`config.mk`:
```
export PLATFORM = sky130hd
export DESIGN_NAME = pmr_regs
export DESIGN_NICKNAME = d
export VERILOG_FILES = /design/src/pmr_pkg.sv /design/src/pmr_regs.sv
export SDC_FILE = /design/constraint.sdc
export NUM_CORES = 1
export LEC_CHECK = 0
export ABC_AREA = 1
export BUFFER_PORTS_ARGS = -buffer_cell sky130_fd_sc_hd__buf_4
export CORE_UTILIZATION = 49
export CTS_CLUSTER_SIZE = 24
export DETAILED_ROUTE_END_ITERATION = 12
export PLACE_DENSITY = 0.76
export SLEW_MARGIN = 20
export SYNTH_ARGS = -nofsm -noshare
export SYNTH_HDL_FRONTEND = slang
export SYNTH_SLANG_ARGS = --single-unit
```
`constraint.sdc`:
```
create_clock -name pclk -period 1.3 [get_ports pclk]
set_input_delay 0 -clock pclk [delete_from_list [all_inputs] [get_ports pclk]]
set_output_delay 0 -clock pclk [all_outputs]
set_load 0.02 [all_outputs]
```
`src/pmr_pkg.sv`:
```
package pmr_pkg;

    // Register byte offsets.
    localparam logic [11:0] PMR_OFF_PWR_CTL_STS = 12'h0C4;
    localparam logic [11:0] PMR_OFF_MSG_CAP_CTL = 12'h0D0;
    localparam logic [11:0] PMR_OFF_MSG_ADDR_LO = 12'h0D4;
    localparam logic [11:0] PMR_OFF_MSG_ADDR_HI = 12'h0D8;
    localparam logic [11:0] PMR_OFF_MSG_DATA = 12'h0DC;

    // Power control and status field positions.
    localparam int PMR_PS_LSB = 0;
    localparam int PMR_KEEP_BIT = 3;
    localparam int PMR_WEN_BIT = 8;
    localparam int PMR_WFLAG_BIT = 15;

    // Power state encodings.
    localparam logic [1:0] PMR_PS_D0 = 2'h0;
    localparam logic [1:0] PMR_PS_D1 = 2'h1;
    localparam logic [1:0] PMR_PS_D2 = 2'h2;
    localparam logic [1:0] PMR_PS_D3HOT = 2'h3;

    // Capability header fields.
    localparam logic [7:0] PMR_CAP_TAG = 8'h05;
    localparam logic [7:0] PMR_NEXT_LINK_RST = 8'h00;
    localparam int PMR_NEXT_LSB = 8;
    localparam int PMR_MEN_BIT = 16;
    localparam int PMR_VCG_LSB = 20;
    localparam int PMR_WIDE_BIT = 23;
    localparam logic PMR_KEEP_RST = 1'b1;
    localparam logic [2:0] PMR_VCG_RST = 3'h0;

    // Control register bits (lock for lockable-writable fields).
    localparam int PMR_LOCK_BIT = 0;

    localparam int PMR_ADDR_LSB = 2;

    // Interrupt memory write request.
    typedef struct packed {
        logic wide;
        logic [31:0] addr_hi;
        logic [31:0] addr_lo;
        logic [15:0] payload;
    } pmr_msg_wr_t;

endpackage

```
`src/pmr_regs.sv`:
```
`timescale 1ns/100ps
`default_nettype none
module pmr_regs
    import pmr_pkg::*;
#(
    parameter bit IS_UPSTREAM = 1'b0
)
(
    input wire logic pclk,
    input wire logic presetn,
    input wire logic hot_reset,
    input wire logic cfg_lock,
    input wire logic psel,
    input wire logic penable,
    input wire logic pwrite,
    input wire logic [11:0] paddr,
    input wire logic [31:0] pwdata,
    output logic [31:0] prdata,
    output logic pready,
    output logic pslverr,
    input wire logic wake_event,
    input wire logic wake_forward,
    input wire logic msg_event,
    output logic wake_msg_req,
    output logic msg_wr_valid,
    output pmr_msg_wr_t msg_wr,
    output logic msg_to_upstream,
    output logic [1:0] power_state_field
);

    logic [1:0] ps_ff;
    logic keep_ff;
    logic wen_ff;
    logic wflag_ff;
    logic [7:0] next_ff;
    logic men_ff;
    logic [2:0] vcg_ff;
    logic [29:0] alo_ff;
    logic [31:0] ahi_ff;
    logic [15:0] pay_ff;
    logic [31:0] prdata_ff;
    logic pready_ff;
    logic pslverr_ff;
    logic wake_req_ff;
    logic mv_ff;
    pmr_msg_wr_t mw_ff;

    // Storage overview.
    // The power state, context keep flag and wake bits live in one word.
    // The capability word carries the tag, next link, enable and count.
    // The lower address keeps only the word-aligned upper thirty bits.
    // The upper address and payload words sit just past the lower address.
    // Every bit that has no storage here reads back as a fixed value.
    // Fixed values are produced in the read view, not stored in flops.
    // This keeps the flop count down and makes read-only bits immune
    // to any write, whatever data the bus presents.
    // The wake enable and wake flag are kept apart from the other fields.
    // They must survive a hot reset, so they have a process of their own.
    // All other writable fields fall back to their reset values on a
    // hot reset as well as on the asynchronous reset.
    // The outgoing request pulses are registered so that every output
    // of this block comes straight from a flip-flop.

    // Bus handshake notes.
    // A setup cycle is recognised while the slave is not already answering.
    // The answer flop then raises ready for exactly the access cycle.
    // Read data is captured from the setup cycle, while the address is
    // already stable, so the access cycle only presents stored data.
    // A write lands at the edge that closes the access cycle, which is
    // the same edge at which the master samples ready high.
    // An address outside the map answers with an error and no effect.
    // Back-to-back transfers work because ready drops after one cycle,
    // which lets the next setup cycle be seen at once.
    //
    // Bus decode; no wait state, answer registered.
    wire setup = psel && !penable && !pready_ff;
    wire acc = psel && penable && pready_ff;
    wire wr = acc && pwrite;
    wire sel_pcs = paddr == PMR_OFF_PWR_CTL_STS;
    wire sel_cap = paddr == PMR_OFF_MSG_CAP_CTL;
    wire sel_alo = paddr == PMR_OFF_MSG_ADDR_LO;
    wire sel_ahi = paddr == PMR_OFF_MSG_ADDR_HI;
    wire sel_dat = paddr == PMR_OFF_MSG_DATA;
    wire hit = sel_pcs | sel_cap | sel_alo | sel_ahi | sel_dat;
    wire [1:0] wps = pwdata[PMR_PS_LSB +: 2];
    wire ps_ok = (wps == PMR_PS_D0) || (wps == PMR_PS_D3HOT);
    wire own_wake = wake_event && !IS_UPSTREAM;
    wire wclr = wr && sel_pcs && pwdata[PMR_WFLAG_BIT];

    // Read view notes.
    // The power word shows the state, keep flag, wake enable and flag.
    // Data select, data scale, data and bus power bits stay zero.
    // The capability word shows a constant tag and a fixed wide flag.
    // The requested message count stays zero, meaning one message.
    // The granted count is stored and shown but never used, since one
    // message is always sent whatever software grants.
    // The lower address shows zero in its two lowest bits.
    // The payload word shows zero in its upper half.
    //
    // Read views; unlisted bits are fixed zero.
    logic [31:0] v_pcs;
    logic [31:0] v_cap;
    logic [31:0] rd_mux;
    always_comb
    begin
        v_pcs = '0;
        v_pcs[PMR_PS_LSB +: 2] = ps_ff;
        v_pcs[PMR_KEEP_BIT] = keep_ff;
        v_pcs[PMR_WEN_BIT] = wen_ff;
        v_pcs[PMR_WFLAG_BIT] = wflag_ff;
        v_cap = '0;
        v_cap[7:0] = PMR_CAP_TAG;
        v_cap[PMR_NEXT_LSB +: 8] = next_ff;
        v_cap[PMR_MEN_BIT] = men_ff;
        v_cap[PMR_VCG_LSB +: 3] = vcg_ff;
        v_cap[PMR_WIDE_BIT] = 1'b1;
        rd_mux = '0;
        if (sel_pcs)
            rd_mux = v_pcs;
        else if (sel_cap)
            rd_mux = v_cap;
        else if (sel_alo)
            rd_mux = {alo_ff, 2'b00};
        else if (sel_ahi)
            rd_mux = ahi_ff;
        else if (sel_dat)
            rd_mux = {16'h0000, pay_ff};
    end

    // Bus handshake and read data.
    always_ff @(posedge pclk or negedge presetn)
    begin
        if (!presetn)
        begin
            pready_ff <= 1'b0;
            pslverr_ff <= 1'b0;
            prdata_ff <= '0;
        end
        else
        begin
            pready_ff <= setup;
            pslverr_ff <= setup && !hit;
            prdata_ff <= (setup && !pwrite) ? rd_mux : '0;
        end
    end

    // Wake bit notes.
    // The enable is written from the power word like any other field.
    // The flag is set by a wake that this port itself originates, even
    // while the enable is clear, so software can see a missed wake.
    // A wake that is merely forwarded through the port never sets it.
    // An upstream port never originates a wake, so its flag stays zero.
    // When an own wake and a write-one clear meet in one cycle, the set
    // wins, so that a wake is never lost to a racing clear.
    //
    // Sticky wake bits survive hot reset; only presetn clears them.
    always_ff @(posedge pclk or negedge presetn)
    begin
        if (!presetn)
        begin
            wen_ff <= 1'b0;
            wflag_ff <= 1'b0;
        end
        else
        begin
            if (wr && sel_pcs)
                wen_ff <= pwdata[PMR_WEN_BIT];
            // Set wins over clear; forwarded wakes do not touch it.
            if (own_wake)
                wflag_ff <= 1'b1;
            else if (wclr)
                wflag_ff <= 1'b0;
        end
    end

    // Field write notes.
    // A power state write of D1 or D2 leaves the field unchanged; only D0 and D3hot are taken.
    // The keep flag and next link ignore writes while the lock is high.
    // The interrupt enable and granted count have no lock.
    // The address and payload words take any value software writes.
    //
    // Non-sticky registers, cleared by hot reset too.
    always_ff @(posedge pclk or negedge presetn)
    begin
        if (!presetn)
        begin
            ps_ff <= PMR_PS_D0;
            keep_ff <= PMR_KEEP_RST;
            next_ff <= PMR_NEXT_LINK_RST;
            men_ff <= 1'b0;
            vcg_ff <= PMR_VCG_RST;
            alo_ff <= '0;
            ahi_ff <= '0;
            pay_ff <= '0;
        end
        else if (hot_reset)
        begin
            ps_ff <= PMR_PS_D0;
            keep_ff <= PMR_KEEP_RST;
            next_ff <= PMR_NEXT_LINK_RST;
            men_ff <= 1'b0;
            vcg_ff <= PMR_VCG_RST;
            alo_ff <= '0;
            ahi_ff <= '0;
            pay_ff <= '0;
        end
        else if (wr)
        begin
            if (sel_pcs && ps_ok)
                ps_ff <= wps;
            if (sel_pcs && !cfg_lock)
                keep_ff <= pwdata[PMR_KEEP_BIT];
            if (sel_cap && !cfg_lock)
                next_ff <= pwdata[PMR_NEXT_LSB +: 8];
            if (sel_cap)
            begin
                men_ff <= pwdata[PMR_MEN_BIT];
                vcg_ff <= pwdata[PMR_VCG_LSB +: 3];
            end
            if (sel_alo)
                alo_ff <= pwdata[31:PMR_ADDR_LSB];
            if (sel_ahi)
                ahi_ff <= pwdata;
            if (sel_dat)
                pay_ff <= pwdata[15:0];
        end
    end

    // Request notes.
    // A wake message leaves only for an own wake while enable is set.
    // An interrupt write leaves only for an event while enabled.
    // The write carries the programmed address and payload, and it is
    // marked wide whenever the upper address word is not zero.
    // Every interrupt write is routed towards the upstream port, so
    // software must program only addresses that route that way.
    // The request fields are refreshed every cycle; they are meaningful
    // only in the cycle in which the valid pulse stands.
    //
    // Outgoing wake and interrupt write requests, one-cycle pulses.
    always_ff @(posedge pclk or negedge presetn)
    begin
        if (!presetn)
        begin
            wake_req_ff <= 1'b0;
            mv_ff <= 1'b0;
            mw_ff <= '0;
        end
        else
        begin
            wake_req_ff <= own_wake && wen_ff;
            mv_ff <= msg_event && men_ff;
            mw_ff.wide <= ahi_ff != '0;
            mw_ff.addr_hi <= ahi_ff;
            mw_ff.addr_lo <= {alo_ff, 2'b00};
            mw_ff.payload <= pay_ff;
        end
    end

    // Output notes.
    // Each output below is a plain copy of a flop, with no logic after it.
    // The routing flag equals the valid pulse, since all writes go up.
    // The power state is exported as a level for the rest of the port.
    //
    assign prdata = prdata_ff;
    assign pready = pready_ff;
    assign pslverr = pslverr_ff;
    assign wake_msg_req = wake_req_ff;
    assign msg_wr_valid = mv_ff;
    assign msg_wr = mw_ff;
    assign msg_to_upstream = mv_ff;
    assign power_state_field = ps_ff;

endmodule // pmr_regs
`default_nettype wire

```
==> metrics.txt <==
post-DR vias/cell 5.55; worst skew pair latency ~0.50 ns; mux cell area share after synthesis 0%; Worst Reg2Reg Path Length in Cells 8; design area ~12000 um2; CP max stage cell dfrtp_2; placed inst area around 9900 um2; vias after detailed routing between 7000 and 8000; Switch Pwr 4110 uW; WP data required 1.70 ns; Worst path depth 8; Num Clock Sinks 210; final worst setup slack -0.236 ns; crit path DAT a little under 2 ns; status finished with violations; Ports roughly 170; failing checks negative setup slack; DRC Markers 0; mapped cell area between 7000 and 8000 um2; switch share between 20% and 30%; Tmin final 1.54 ns; P&R area growth vs syn 57.8%; fmax roughly 650 MHz; die area about 17000 um2; n_diodes 0; Congestion Overflow GR 0; Pleak roughly 0.0065 uW; Startpoint Class register; YS warnings 0; vias in the first global route roughly 6700; Crit Path Class reg2reg; first-pass GRT wire length around 36 mm; xor and xnor area share after synthesis 0.111%; FILL cells roughly 830; htree depth 1; Total Wirelength ~28 mm; VDD IR-drop max between 1 and 1.5 mV; Setup violations, final about 120; Max Cap Viol 0; CP Buf/Inv Count 3; register area between 5000 and 6000 um2; commonest cells in the netlist 216 x nand2_1, 209 x dfrtp_1, 63 x o21ai_1; crit end category register; clock power share about two fifths; Mapped Cells around 750; DR WL/cell between 20 and 25 um; post-route ant nets 0; routability congestion estimate from global placement between 0.8 and 0.9; initial antenna violation count 0; largest family of logic cells by synthesized area simple AND/OR/NAND/NOR gates; DR iter-0 viols 610; CTS buffer count 21; power per cell area about 1300 nW/um2; most frequent cell after synthesis nand2_1; gr usage total between 20% and 30%; CTS tree done; CORE AREA approximately 16000 um2; worst hold path class in2async; syn avg cell area ~11 um2; period utilization 118%; RSZ-0062 raised after global routing yes; Die Ht 129 um; row cnt 46; final hold vios 0; Slew Viols, Final 0; sequential area share after synthesis between 60% and 70%; top post-synthesis cells by area dfrtp_1 66%, nand2_1 10%, o21ai_1 4.0%; skew final around 0.0085 ns; Clock transition at path regs about 0.070 ns; Die W ~130 um; Hold Slack ~0.032 ns; Crit path max-delay family buffers and inverters; I/O Buffers 170; Pre-antenna DRT Iters 5; Combinational Power Share about 15%; share of cells above drive strength 1 a little under half; Post-synth EDFFs 0; post-synthesis compound-gate area fraction about a tenth; Pint 11800 uW; critical path fanouts, max 5; clk root buf clkbuf_16; CTS Buffer Depth 3; Synth Area in Simple Gates 17.5%; Post-synth ARST share 100%; crit-path cells buf_6 -> nand2_4 -> nor2_8 -> a21oi_4 -> buf_6 -> buf_16 -> nand2_4 -> o21ai_1; largest net degree at the start of global routing 48; HPWL after DPL roughly 14 mm; Multi-input gate area a little under 3000 um2; Initial Utilization 49.8%; Synth top area share about 66%; post-layout net count between 1000 and 1500; Distinct cells, synth 34; adder-cell share of the synthesized area 0%; Largest stage delay, worst path between 0.4 and 0.5 ns; main flop type after synthesis dfrtp_1; Yosys reg bits 210; Sequential Power Share between 40% and 50%; largest area contributor in the netlist dfrtp_1
layout by cell type, fill, tap and decap left out, types with 2 or more instances in the layout:
cell type / netlist / layout
a21oi_1: 22 / 17
a21oi_2: 0 / 5
a21oi_4: 3 / 3
buf_12: 0 / 16
buf_16: 0 / 8
buf_4: 9 / 230
buf_6: 9 / 11
buf_8: 0 / 2
bufinv_16: 0 / 2
clkbuf_1: 3 / 2
clkbuf_16: 0 / 32
clkbuf_8: 0 / 8
conb_1: 1 / 2
dfrtp_1: 209 / 208
dlygate4sd3_1: 0 / 40
inv_1: 45 / 42
inv_2: 6 / 7
inv_4: 3 / 4
nand2_1: 216 / 147
nand2_2: 6 / 37
nand2_4: 5 / 43
nand3_1: 26 / 26
nand4_1: 2 / 2
nor2_1: 33 / 31
nor2_2: 3 / 3
nor2_4: 4 / 6
nor2_8: 3 / 3
nor4_1: 8 / 5
nor4_2: 0 / 3
o21ai_0: 46 / 22
o21ai_1: 63 / 24
o21ai_2: 8 / 68
o21ai_4: 1 / 4
sequential cells by signal, summed over array words and instances (netlist names):
| name | count |
|---|---|
| ahi_ff | 32 |
| alo_ff | 30 |
| keep_ff | 1 |
| men_ff | 1 |
| msg_to_upstream | 1 |
| msg_wr | 79 |
| next_ff | 8 |
| pay_ff | 16 |
| power_state_field | 2 |
| prdata | 32 |
| pready | 1 |
| pslverr | 1 |
| vcg_ff | 3 |
| wake_msg_req | 1 |
| wen_ff | 1 |
| wflag_ff | 1 |
kinds of logic after synthesis:
kind of cell	count (synthesis)
simple gates	310
flops	210
other cells	1
buf+inv	85
compound gates	144
xor+xnor	1
routing by layer:
layer	part of all wire (%)	GRT usage [%]
met5	0	0
met2	49	47.7
met3	7.8	4.41
met4	5.4	11.1
met1	37	37.6
area by class of cell:
type,instances,share of cell area [%]
sequential,210,42.2
timing repair buffer,319,25.0
multi-input combinational,458,23.2
clock buffer,30,5.05
tap,216,2.17
inverter,54,1.74
clock inverter,4,0.593
final timing paths:
kind                                  startpoint                      to  slack [ns]
hold / removal                           presetn   alo_ff[0]$_DFFE_PN0P_        0.03
max in group asynchronous                presetn    msg_wr[10]$_DFF_PN0_        0.62
setup / recovery                pready$_DFF_PN0_  ahi_ff[22]$_DFFE_PN0P_       -0.24
min in group pclk                       paddr[3]     prdata[0]$_DFF_PN0_        0.08
hold reg to reg            alo_ff[2]$_DFFE_PN0P_    msg_wr[20]$_DFF_PN0_        0.40
setup reg to reg                pready$_DFF_PN0_  ahi_ff[22]$_DFFE_PN0P_       -0.24
stage by stage:
step	std cells	setup WS [ns]	setup TNS, ns	utilization (%)	total power, uW
2_1_floorplan	752	-0.103	-0.695	-	7970
6_report	1291	-0.236	-16.60	78.7	15900
3_3_place_gp	1183	-0.120	-0.752	62.8	8890
5_1_grt	1291	-0.302	-20.19	78.7	16300
3_5_place_dp	1183	-0.121	-3.52	62.8	8920
4_1_cts	1277	-0.0978	-5.20	73.0	15400
repair_timing:
| action | in CTS | in global routing |
|---|---|---|
| buffers inserted | 12 | 4 |
| gates cloned | 9 | 11 |
| gates resized for setup | 74 | 172 |
| endpoints found under the hold margin | 314 | 0 |
| pin swaps | 12 | 10 |
| hold buffers | 40 | 0 |
| setup endpoints to repair | 91 | 123 |
power groups by stage:
stage               combinational, uW  sequential (uW)  clock [uW]
CTS                              1950             7200        6210
global route                     2480             7290        6520
finish                           2360             7250        6260
floorplan                         461             7500           0
detailed placement               1640             7290           0
global placement                 1610             7280           0
Power figures use the tool's default switching activity.
